**src/hw/icfo_pkg.sv**
```systemverilog
// icfo_pkg: shared map, field layout and types of the freeze/output config bank
package icfo_pkg;

  // address map (9-bit register space)
  localparam int ADDR_W = 9;
  localparam logic [ADDR_W-1:0] A_IDX      = 9'h010;
  localparam logic [ADDR_W-1:0] A_STAT     = 9'h030;
  localparam logic [ADDR_W-1:0] A_RTHL     = 9'h050;
  localparam logic [ADDR_W-1:0] A_RTHH     = 9'h051;
  localparam logic [ADDR_W-1:0] A_RHYS     = 9'h052;
  localparam logic [ADDR_W-1:0] A_AHYS     = 9'h055;
  localparam logic [ADDR_W-1:0] A_INIT0    = 9'h060;
  localparam logic [ADDR_W-1:0] A_INIT_END = 9'h064;
  localparam logic [ADDR_W-1:0] A_SKEW     = 9'h070;
  localparam logic [ADDR_W-1:0] A_SLIP     = 9'h071;
  localparam logic [ADDR_W-1:0] A_OMODE    = 9'h073;
  localparam logic [ADDR_W-1:0] A_DDR      = 9'h074;
  localparam logic [ADDR_W-1:0] A_CFGS     = 9'h075;
  localparam logic [ADDR_W-1:0] A_ATHL     = 9'h14F;
  localparam logic [ADDR_W-1:0] A_ATHH     = 9'h150;
  localparam logic [7:0]        IDX_AC     = 8'h80;
  localparam int                N_INIT     = 5;

  // reset values
  localparam logic [15:0] RST_RTH  = 16'h1000;
  localparam logic [15:0] RST_ATH  = 16'h1000;
  localparam logic [7:0]  RST_HYS  = 8'h00;
  localparam logic [7:0]  RST_SKEW = 8'h80;
  localparam logic [7:0]  RST_BYTE = 8'h00;

  // field layout
  localparam int         FLD_LSB   = 4;
  localparam int         SLIP_BIT  = 0;
  localparam int         DDR_BIT   = 0;
  localparam int         DLL_BIT   = 6;
  localparam logic [7:0] CFGS_MASK = 8'h40;
  localparam int         DRV_LO    = 5;
  localparam int         COD_LO    = 0;
  localparam logic [2:0] SEL_PIN   = 3'h0;
  localparam logic [2:0] SEL_A     = 3'h1;
  localparam logic [2:0] SEL_B     = 3'h2;
  localparam logic [2:0] SEL_C     = 3'h4;
  localparam logic [1:0] PIN_LOW   = 2'h0;
  localparam logic [1:0] PIN_MID   = 2'h1;

  // datapath widths and meter window
  localparam int SAMP_W    = 12;
  localparam int RES_W     = 8;
  localparam int PWR_W     = 24;
  localparam int AVG_SHIFT = 7;
  localparam int ACC_W     = PWR_W + AVG_SHIFT;
  localparam int OCNT_W    = 2;

  // types
  typedef struct packed {
    logic              wr;
    logic              rd;
    logic [ADDR_W-1:0] addr;
    logic [7:0]        wdata;
  } icfo_req_t;
  typedef logic [N_INIT-1:0][7:0] icfo_init_t;
  typedef enum logic [1:0] {DRV_LVDS_2MA, DRV_LVDS_3MA, DRV_LVCMOS} icfo_drive_t;
  typedef enum logic [1:0] {COD_TWOS, COD_GRAY, COD_OFFSET} icfo_coding_t;
  typedef enum logic {MTR_TRACK, MTR_HOLD} icfo_mtr_t;

endpackage : icfo_pkg

```
**src/hw/icfo_regs.sv**
```systemverilog
// icfo_regs: freeze meters, correction start values, skew trim, clock and output config
`timescale 1ns/1ps

// How it works
// RULE1: hold when RMS power below 16-bit threshold
// RULE2: samples MSB-aligned to 12 bits, squared
// RULE3: averaged powers compared about every microsecond
// RULE4: threshold placed in bits 19:4
// RULE5: RMS threshold resets to 0x1000
// RULE6: RMS hold stops gain and skew only
// RULE7: RMS hold ends at threshold plus hysteresis
// RULE8: hysteresis placed in bits 11:4
// RULE9: AC power uses high-passed samples
// RULE10: AC threshold written through index 0x80
// RULE11: AC hold stops skew estimate only
// RULE12: AC hold ends at threshold plus hysteresis
// RULE13: start values loaded when correction starts
// RULE14: skew trim byte, resets to mid-scale
// RULE15: output clock divided from sample clock
// RULE16: 0 then 1 advances output clock
// RULE17: drive field overrides pin when nonzero; the code overrides only for one-hot codes 1, 2 and 4, other codes use the pin
// RULE18: coding field overrides pin when nonzero; the code overrides only for one-hot codes 1, 2 and 4, other codes use the pin
// RULE19: drive/coding register survives soft reset
// RULE20: bit 6 selects slow DLL range
// RULE21: DDR and DLL set through two registers
// RULE22: host writes readback XOR desired value
// RULE23: hold freezes adjustments and estimates
// RULE24: status bits 0 and 1 show holds
// RULE25: new limits apply from next interval
module icfo_regs
  import icfo_pkg::*;
(
  // clock and resets
  input  wire logic         sys_clk_i,
  input  wire logic         sys_rst_i,
  input  wire logic         soft_rst_i,
  // configuration port
  input  wire icfo_req_t    cfg_req_i,
  output logic [7:0]        cfg_rdata_o,
  output logic              cfg_rvalid_o,
  // sample stream
  input  wire logic         smp_vld_i,
  input  wire logic [RES_W-1:0] smp_i,
  // correction control
  input  wire logic         corr_run_i,
  output logic              offset_upd_en_o,
  output logic              gain_upd_en_o,
  output logic              skew_upd_en_o,
  output logic              rms_hold_o,
  output logic              ac_hold_o,
  output logic              init_load_o,
  output icfo_init_t        init_val_o,
  output logic [7:0]        skew_trim_o,
  // output clock and format
  output logic              out_clk_o,
  input  wire logic [1:0]   drive_select_pin_i,
  input  wire logic [1:0]   coding_select_pin_i,
  output icfo_drive_t       drive_mode_o,
  output icfo_coding_t      coding_o,
  output logic              ddr_en_o,
  output logic              dll_slow_o
);

  ////////////////////////////////////////////////////////////////////////////
  // decode helpers

  // write strobe for one address
  function automatic logic hit(input icfo_req_t r, input logic [ADDR_W-1:0] a);
    return r.wr && (r.addr == a);
  endfunction : hit

  // square of a 12-bit signed sample, never negative
  function automatic logic [PWR_W-1:0] sq(input logic signed [SAMP_W-1:0] x);
    logic signed [PWR_W-1:0] p;
    p = x * x;
    return p;
  endfunction : sq

  ////////////////////////////////////////////////////////////////////////////
  // register storage

  logic             rst_all;          // hard or soft reset
  logic [7:0]       idx_q;            // index register
  logic [7:0]       rthl_q, rthh_q;   // rms threshold bytes
  logic [7:0]       rhys_q, ahys_q;   // hysteresis bytes
  logic [7:0]       athl_q, athh_q;   // ac threshold bytes
  logic [7:0]       skew_q;           // inter-core skew trim
  logic [7:0]       slip_q;           // phase advance register
  logic [7:0]       omode_q;          // drive and coding
  logic [7:0]       ddr_q;            // effective ddr/dll word
  logic [7:0]       init_q [N_INIT];  // correction start values
  icfo_init_t       init_w;           // packed view of start values
  logic [7:0]       stat_w, cfgs_w;   // read-only views
  logic             idx_ok;           // indexed page open
  logic             slip_evt;         // 0 to 1 on the advance bit

  assign rst_all = sys_rst_i | soft_rst_i;
  assign idx_ok  = (idx_q == IDX_AC);
  assign slip_evt = hit(cfg_req_i, A_SLIP) && cfg_req_i.wdata[SLIP_BIT]
                    && !slip_q[SLIP_BIT]; // RULE16

  // threshold and hysteresis bytes
  always_ff @(posedge sys_clk_i) begin
    if (rst_all) begin
      {rthh_q, rthl_q} <= RST_RTH; // RULE5
      {athh_q, athl_q} <= RST_ATH;
      rhys_q <= RST_HYS;
      ahys_q <= RST_HYS;
    end else begin
      if (hit(cfg_req_i, A_RTHL)) rthl_q <= cfg_req_i.wdata; // RULE1
      if (hit(cfg_req_i, A_RTHH)) rthh_q <= cfg_req_i.wdata; // RULE1
      if (hit(cfg_req_i, A_RHYS)) rhys_q <= cfg_req_i.wdata;
      if (hit(cfg_req_i, A_AHYS)) ahys_q <= cfg_req_i.wdata;
      // ac bytes only reachable on the indexed page
      if (idx_ok && hit(cfg_req_i, A_ATHH)) athh_q <= cfg_req_i.wdata; // RULE10
      if (idx_ok && hit(cfg_req_i, A_ATHL)) athl_q <= cfg_req_i.wdata; // RULE10
    end
  end

  // index, skew, phase advance and ddr word
  always_ff @(posedge sys_clk_i) begin
    if (rst_all) begin
      idx_q  <= RST_BYTE;
      skew_q <= RST_SKEW; // RULE14
      slip_q <= RST_BYTE;
      ddr_q  <= RST_BYTE;
    end else begin
      if (hit(cfg_req_i, A_IDX))  idx_q  <= cfg_req_i.wdata;
      if (hit(cfg_req_i, A_SKEW)) skew_q <= cfg_req_i.wdata; // RULE14
      if (hit(cfg_req_i, A_SLIP)) slip_q <= cfg_req_i.wdata;
      // host sends old^desired, so xor restores the desired word
      if (hit(cfg_req_i, A_DDR))  ddr_q  <= cfg_req_i.wdata ^ ddr_q; // RULE21
    end
  end

  // drive/coding survives soft reset: only the hard reset clears it
  always_ff @(posedge sys_clk_i) begin
    if (sys_rst_i) omode_q <= RST_BYTE; // RULE19
    else if (hit(cfg_req_i, A_OMODE)) omode_q <= cfg_req_i.wdata;
  end

  // start value bytes
  genvar gi;
  generate
    for (gi = 0; gi < N_INIT; gi++) begin : g_init
      localparam logic [ADDR_W-1:0] A_ME = A_INIT0 + ADDR_W'(gi);
      always_ff @(posedge sys_clk_i) begin
        if (rst_all) init_q[gi] <= RST_BYTE;
        else if (hit(cfg_req_i, A_ME)) init_q[gi] <= cfg_req_i.wdata;
      end
      assign init_w[gi] = init_q[gi];
    end
  endgenerate

  ////////////////////////////////////////////////////////////////////////////
  // read port

  logic [7:0] rd_d;   // selected read byte
  logic       in_ini; // address inside start value range
  logic [2:0] ini_ix; // start value index

  assign in_ini = (cfg_req_i.addr >= A_INIT0) && (cfg_req_i.addr <= A_INIT_END);
  assign ini_ix = 3'(cfg_req_i.addr - A_INIT0);
  assign stat_w = {6'h00, ac_hold_o, rms_hold_o}; // RULE24
  assign cfgs_w = ddr_q & CFGS_MASK; // RULE20

  // read mux; write-only and unmapped bytes read zero
  always_comb begin
    rd_d = RST_BYTE;
    case (cfg_req_i.addr)
      A_IDX:   rd_d = idx_q;
      A_STAT:  rd_d = stat_w;
      A_RTHL:  rd_d = rthl_q;
      A_RTHH:  rd_d = rthh_q;
      A_RHYS:  rd_d = rhys_q;
      A_AHYS:  rd_d = ahys_q;
      A_SKEW:  rd_d = skew_q;
      A_SLIP:  rd_d = slip_q;
      A_OMODE: rd_d = omode_q;
      // the pair xors back to the effective word
      A_DDR:   rd_d = ddr_q ^ cfgs_w; // RULE22
      A_CFGS:  rd_d = cfgs_w; // RULE22
      default: rd_d = RST_BYTE;
    endcase
    if (in_ini) begin
      rd_d = init_q[ini_ix];
    end
  end

  // read data one cycle after the strobe
  always_ff @(posedge sys_clk_i) begin
    if (sys_rst_i) begin
      cfg_rdata_o  <= RST_BYTE;
      cfg_rvalid_o <= 1'b0;
    end else begin
      cfg_rvalid_o <= cfg_req_i.rd;
      if (cfg_req_i.rd) cfg_rdata_o <= rd_d;
    end
  end

  ////////////////////////////////////////////////////////////////////////////
  // sample conditioning

  logic signed [SAMP_W-1:0] smp_q;  // aligned sample
  logic signed [SAMP_W-1:0] prev_q; // previous aligned sample
  logic                     vld_q;  // aligned sample new
  logic signed [SAMP_W:0]   dif_w;  // first difference
  logic signed [SAMP_W-1:0] hp_w;   // saturated high-pass sample
  logic [AVG_SHIFT-1:0]     cnt_q;  // samples in window
  logic                     win_end;
  logic [PWR_W-1:0]         pwr_w [2];

  // low resolution samples sit in the top bits
  always_ff @(posedge sys_clk_i) begin
    if (rst_all) begin
      smp_q  <= '0;
      prev_q <= '0;
      vld_q  <= 1'b0;
    end else begin
      vld_q <= smp_vld_i;
      if (smp_vld_i) begin
        smp_q  <= SAMP_W'(smp_i) << (SAMP_W - RES_W); // RULE2
        prev_q <= smp_q;
      end
    end
  end

  // first difference is the cheapest high-pass; saturate so squares stay 24 bits
  assign dif_w = {smp_q[SAMP_W-1], smp_q} - {prev_q[SAMP_W-1], prev_q}; // RULE9
  assign hp_w  = (dif_w[SAMP_W] != dif_w[SAMP_W-1]) ?
                 {dif_w[SAMP_W], {(SAMP_W-1){~dif_w[SAMP_W]}}} : dif_w[SAMP_W-1:0];
  assign pwr_w[0] = sq(smp_q); // RULE2
  assign pwr_w[1] = sq(hp_w); // RULE9

  // window of 2^AVG_SHIFT samples, about 1 us at one sample per clock
  always_ff @(posedge sys_clk_i) begin
    if (rst_all) cnt_q <= '0;
    else if (vld_q) cnt_q <= cnt_q + 1'b1; // RULE3
  end
  assign win_end = vld_q && (&cnt_q); // RULE3

  ////////////////////////////////////////////////////////////////////////////
  // freeze meters: index 0 rms, index 1 ac rms

  logic [PWR_W-1:0] thr_src [2]; // live thresholds
  logic [PWR_W-1:0] hys_src [2]; // live hysteresis
  logic [PWR_W-1:0] thr_w   [2]; // thresholds of this interval
  logic [PWR_W:0]   up_w    [2]; // release level
  logic [PWR_W-1:0] avg_w   [2]; // average at window end
  logic             hold_w  [2]; // meter in hold

  assign thr_src[0] = PWR_W'({rthh_q, rthl_q}) << FLD_LSB; // RULE4
  assign thr_src[1] = PWR_W'({athh_q, athl_q}) << FLD_LSB; // RULE4
  assign hys_src[0] = PWR_W'(rhys_q) << FLD_LSB; // RULE8
  assign hys_src[1] = PWR_W'(ahys_q) << FLD_LSB; // RULE8

  genvar gm;
  generate
    for (gm = 0; gm < 2; gm++) begin : g_mtr
      logic [ACC_W-1:0] acc_q; // power sum
      logic [ACC_W-1:0] sum_w; // sum with this sample
      logic [PWR_W-1:0] thr_q; // snapped threshold
      logic [PWR_W-1:0] hys_q; // snapped hysteresis
      icfo_mtr_t        st_q, st_d;

      assign sum_w = acc_q + ACC_W'(pwr_w[gm]);
      assign avg_w[gm] = sum_w[AVG_SHIFT +: PWR_W]; // RULE3
      assign thr_w[gm] = thr_q;
      assign up_w[gm] = {1'b0, thr_q} + {1'b0, hys_q};
      assign hold_w[gm] = (st_q == MTR_HOLD);

      // accumulate, restart at window end
      always_ff @(posedge sys_clk_i) begin
        if (rst_all) acc_q <= '0;
        else if (vld_q) acc_q <= win_end ? '0 : sum_w; // RULE3
      end

      // limits snapped at each window end; a pair half written across that edge is used for one interval
      always_ff @(posedge sys_clk_i) begin
        if (rst_all) begin
          thr_q <= thr_src[gm];
          hys_q <= hys_src[gm];
        end else if (win_end) begin
          thr_q <= thr_src[gm]; // RULE25
          hys_q <= hys_src[gm]; // RULE25
        end
      end

      // track/hold with hysteresis
      always_comb begin
        st_d = st_q;
        unique case (st_q)
          MTR_TRACK: if (win_end && (avg_w[gm] < thr_q)) st_d = MTR_HOLD; // RULE1
          MTR_HOLD:  if (win_end && ({1'b0, avg_w[gm]} >= up_w[gm])) st_d = MTR_TRACK; // RULE7
        endcase
      end

      always_ff @(posedge sys_clk_i) begin
        if (rst_all) st_q <= MTR_TRACK;
        else st_q <= st_d; // RULE12
      end
    end
  endgenerate

  assign rms_hold_o = hold_w[0]; // RULE24
  assign ac_hold_o  = hold_w[1]; // RULE24

  ////////////////////////////////////////////////////////////////////////////
  // estimate gating and start values

  logic run_q; // correction running, last cycle

  // offset keeps tracking in any hold; gain stops on rms; skew on either
  always_ff @(posedge sys_clk_i) begin
    if (rst_all) begin
      run_q           <= 1'b0;
      offset_upd_en_o <= 1'b0;
      gain_upd_en_o   <= 1'b0;
      skew_upd_en_o   <= 1'b0;
    end else begin
      run_q           <= corr_run_i;
      offset_upd_en_o <= run_q; // RULE6
      gain_upd_en_o   <= run_q && !hold_w[0]; // RULE23
      skew_upd_en_o   <= run_q && !hold_w[0] && !hold_w[1]; // RULE11
    end
  end

  // start values handed over on the start edge
  always_ff @(posedge sys_clk_i) begin
    if (rst_all) begin
      init_load_o <= 1'b0;
      init_val_o  <= '0;
    end else begin
      init_load_o <= corr_run_i && !run_q; // RULE13
      if (corr_run_i && !run_q) init_val_o <= init_w; // RULE13
    end
  end

  assign skew_trim_o = skew_q; // RULE14

  ////////////////////////////////////////////////////////////////////////////
  // output clock divider

  logic [OCNT_W-1:0] ocnt_q; // divide-by-four phase

  // a double step pulls the next rising edge one input period earlier
  always_ff @(posedge sys_clk_i) begin
    if (rst_all) ocnt_q <= '0;
    else if (slip_evt) ocnt_q <= ocnt_q + OCNT_W'(2); // RULE16
    else ocnt_q <= ocnt_q + 1'b1; // RULE15
  end
  assign out_clk_o = ocnt_q[OCNT_W-1]; // RULE15

  ////////////////////////////////////////////////////////////////////////////
  // output mode selection

  logic [1:0] dpin1_q, dpin2_q; // drive pin synchroniser
  logic [1:0] cpin1_q, cpin2_q; // coding pin synchroniser
  logic [2:0] drv_f, cod_f;     // register fields

  // pins are asynchronous straps: two flops before use
  always_ff @(posedge sys_clk_i) begin
    if (sys_rst_i) begin
      {dpin1_q, dpin2_q} <= '0;
      {cpin1_q, cpin2_q} <= '0;
    end else begin
      dpin1_q <= drive_select_pin_i;
      dpin2_q <= dpin1_q;
      cpin1_q <= coding_select_pin_i;
      cpin2_q <= cpin1_q;
    end
  end

  // one-hot field wins; zero or illegal codes fall back to the pin
  function automatic icfo_drive_t drv_dec(input logic [2:0] f, input logic [1:0] p);
    case (f)
      SEL_A:   return DRV_LVDS_2MA;
      SEL_B:   return DRV_LVDS_3MA;
      SEL_C:   return DRV_LVCMOS;
      default: return (p == PIN_LOW) ? DRV_LVDS_2MA :
                      (p == PIN_MID) ? DRV_LVDS_3MA : DRV_LVCMOS;
    endcase
  endfunction : drv_dec

  function automatic icfo_coding_t cod_dec(input logic [2:0] f, input logic [1:0] p);
    case (f)
      SEL_A:   return COD_TWOS;
      SEL_B:   return COD_GRAY;
      SEL_C:   return COD_OFFSET;
      default: return (p == PIN_LOW) ? COD_TWOS :
                      (p == PIN_MID) ? COD_GRAY : COD_OFFSET;
    endcase
  endfunction : cod_dec

  assign drv_f = omode_q[DRV_LO +: 3];
  assign cod_f = omode_q[COD_LO +: 3];

  // registered mode outputs
  always_ff @(posedge sys_clk_i) begin
    if (sys_rst_i) begin
      drive_mode_o <= DRV_LVDS_2MA;
      coding_o     <= COD_TWOS;
      ddr_en_o     <= 1'b0;
      dll_slow_o   <= 1'b0;
    end else begin
      drive_mode_o <= drv_dec(drv_f, dpin2_q); // RULE17
      coding_o     <= cod_dec(cod_f, cpin2_q); // RULE18
      ddr_en_o     <= ddr_q[DDR_BIT]; // RULE21
      dll_slow_o   <= ddr_q[DLL_BIT]; // RULE20
    end
  end
endmodule : icfo_regs
```
**config.mk**
```make
export PLATFORM = sky130hd
export DESIGN_NAME = icfo_regs
export DESIGN_NICKNAME = d
export VERILOG_FILES = /design/src/hw/icfo_pkg.sv /design/src/hw/icfo_regs.sv
export SDC_FILE = /design/constraint.sdc
export NUM_CORES = 1
export LEC_CHECK = 0
export ABC_AREA = 1
export BUFFER_PORTS_ARGS = -buffer_cell sky130_fd_sc_hd__buf_2
export CAP_MARGIN = 15
export CORE_ASPECT_RATIO = 1.75
export CORE_UTILIZATION = 35
export DETAILED_ROUTE_END_ITERATION = 7
export GPL_ROUTABILITY_DRIVEN = 0
export PLACE_DENSITY_LB_ADDON = 0.2
export RECOVER_POWER = 50
export SLEW_MARGIN = 15
export SYNTH_ARGS = -nofsm -noshare
export SYNTH_HDL_FRONTEND = slang
export SYNTH_SLANG_ARGS = --single-unit
```
**constraint.sdc**
```tcl
create_clock -name sys_clk_i -period 14.65 [get_ports sys_clk_i]
set_input_delay 4.395 -clock sys_clk_i [delete_from_list [all_inputs] [get_ports sys_clk_i]]
set_output_delay 4.395 -clock sys_clk_i [all_outputs]
set_load 0.02 [all_outputs]
```
==> results.cfg <==
[outcome]
outcome = finished with violations
violations = capacitance limit, slew limit

[floorplanning]
die_x_um = 197
rows = 125
core_sq_um = 66300
die_h_um = 344
ioPinCount = 106
start_util_pct = 35.3
dieArea_sq_um = 68000

[synthesis]
synth-seq-area-share_pct = 31.6
yosys.area.top_type = dfxtp_1
synth_nets = 3322
syn_inst = 2957
synth_top_area_share_pct = 20.4
synth_cell_type_count = 65
synthArstFlopShare_pct = 0
synth_area_sq_um = 23400
synthTopCellsByArea = dfxtp_1 (20%), edfxtp_1 (11%), fa_1 (11%)
synth_area_per_cell_sq_um = 7.92
ys_ff_latch = 326
yosysWarnings = 0
synth_edf_count = 88
synth_flop_cell = dfxtp_1

[clocking]
cts_tree = yes
post-cts-setup-buffer-count = 0
cts_buffer_depth = 3
cts-root-buf = clkbuf_16
cts_hold_buffers = 0
cts_made_buffers = 36
path_clk_slew_ps = 60
clock_latency_ps = 590
ctsHtreeMaxLevel = 2
cts_resized = 0
cts.sinks = 326

[placed_design]
numPortBuffers = 105
dp_hpwl_mm = 53.4

[timing]
tightest_slew_ps = 3130
finalCriticalPeriod_ps = 10320
setup_tns_ps = 0
slew_viol_final = 126
skew_ps = 31.5
max_freq_mhz = 96.9
final-hold-violation-count = 0
max_slew_margin_pct = -109
setup_viol = 0
rsz0062_at_grt = no
min_period_over_period_pct = 70.5

[critical_path]
cpPeakStageDelay_ps = 730
cp-start-kind = flop
path_class = flop to flop
cp-end-kind = flop
critPathRequiredTime_ps = 15100
path_delay_family = adder cells
crit_buf_inv = 12
cp.arrival_ps = 10780
cp_slowest_cell = fa_1
crit_path_max_fanout = 11

[cells_and_area]
nets = 3394
postLayoutCoreUtil_pct = 39.3
n_antenna_cell = 0
multi_input_area_sq_um = 13800
area_growth_pct = 11.3
drive_above_1_share_pct = 5.79
mostFrequentLayoutCells = nand2_1 (533), inv_1 (481), nor2_1 (270), a21oi_1 (268), dfxtp_1 (238)
layout_commonest_cell = nand2_1
seqCellArea_sq_um = 7410
fillers = 6921

[drt]
routed_via_density = 4.99
dr.pass1.iters = 7
drtIter0Drc = 798
ant_nets = 0
routed_wl_mm = 66.8
drc_errors = 0
vias = 19700
wl_per_cell_um = 16.9

[flow_run]
drv_cap = 2

[grt]
grt_pass1_wl_mm = 107
track_usage_pct = 20.2
grt_pass1_vias = 20100
antenna_found_initial = 0
grt_max_degree = 94
grt_overflow = 0

[min_path]
min_path_type = flop to flop
==> synth_stat cells (all sizes together) (4+ instances only) <==
cell type	count
nand2	541
a31oi	14
nand3	119
a221oi	16
o21a	10
a21o	10
a211oi	50
dfxtp	238
inv	495
a41oi	6
nand3b	4
a21oi	271
o22ai	22
ha	198
edfxtp	88
xnor2	30
nand4	22
clkbuf	54
or2	10
nor3	35
nor2	286
clkinv	4
o21ai	152
nor4	12
fa	131
buf	26
xor2	75
o21bai	13
==> final cells by class <==
type | count | area share, %
Clock buffer | 43 | 3.88
Sequential cell | 326 | 28.4
Multi-Input combinational cell | 2052 | 53.0
Timing Repair Buffer | 114 | 1.90
Tap cell | 889 | 4.27
Inverter | 499 | 7.20
Clock inverter | 23 | 1.33
==> sequential cells by signal, indices dropped and copies added, names as in the netlist, 16 cells and up <==
| signal | cells |
|---|---|
| init_val_o | 40 |
| g_mtr.hys_q | 16 |
| init_q | 40 |
| g_mtr.thr_q | 32 |
| g_mtr.acc_q | 54 |
==> path summary, 6_finish.rpt <==
check,startpoint,end,slack (ps),cells after the start
setup reg to reg,smp_q[4],ac_hold_o,4330,55
setup / recovery,smp_q[4],ac_hold_o,4330,55
hold / removal,cpin1_q[0],cpin2_q[0],400,2
hold reg to reg,cpin1_q[0],cpin2_q[0],400,2
==> logic make-up (layout without fill, tap and decap cells) <==
group	count (synthesis)	count (layout)	synth area share, %
other	2	2	0.0321
xor gates and xnor gates	105	105	4.03
adders and majority gates	329	329	21.8
buffers and inverters	579	679	9.49
AOI/OAI and AO/OA	581	581	14.4
and+or+nand+nor	1035	1035	18.7
DFF	326	326	31.6
==> tightest hold or removal path, cell delays in order, from the launching register on <==
cell and delay, ps:
dfxtp_1 290, inv_1 40, nor2_1 30
==> stage by stage <==
stage / hold slack [ps] / cells / instance area, sq um / setup slack, ps
final: 401 / 3946 / 26000 / 4330
after global routing: 420 / 3946 / 26000 / 3300
after CTS: 404 / 3946 / 26100 / 4320
after detailed placement: 394 / 3880 / 24800 / 4330
after global placement: 391 / 3880 / 24800 / 4440
after floorplan: 388 / 2957 / 23400 / 5650
==> metal layers <==
layer	track usage (%)	routed length, um	vias up
met2	38.6	35500	489
li1	-	-	9776
met4	12.4	4350	0
met1	20.7	24600	9223
met3	2.34	2280	184
met5	0	0	-
Power is left out: the tool's default activity adds up to more than one toggle a clock period on the data nets, which glitch-free logic cannot reach.
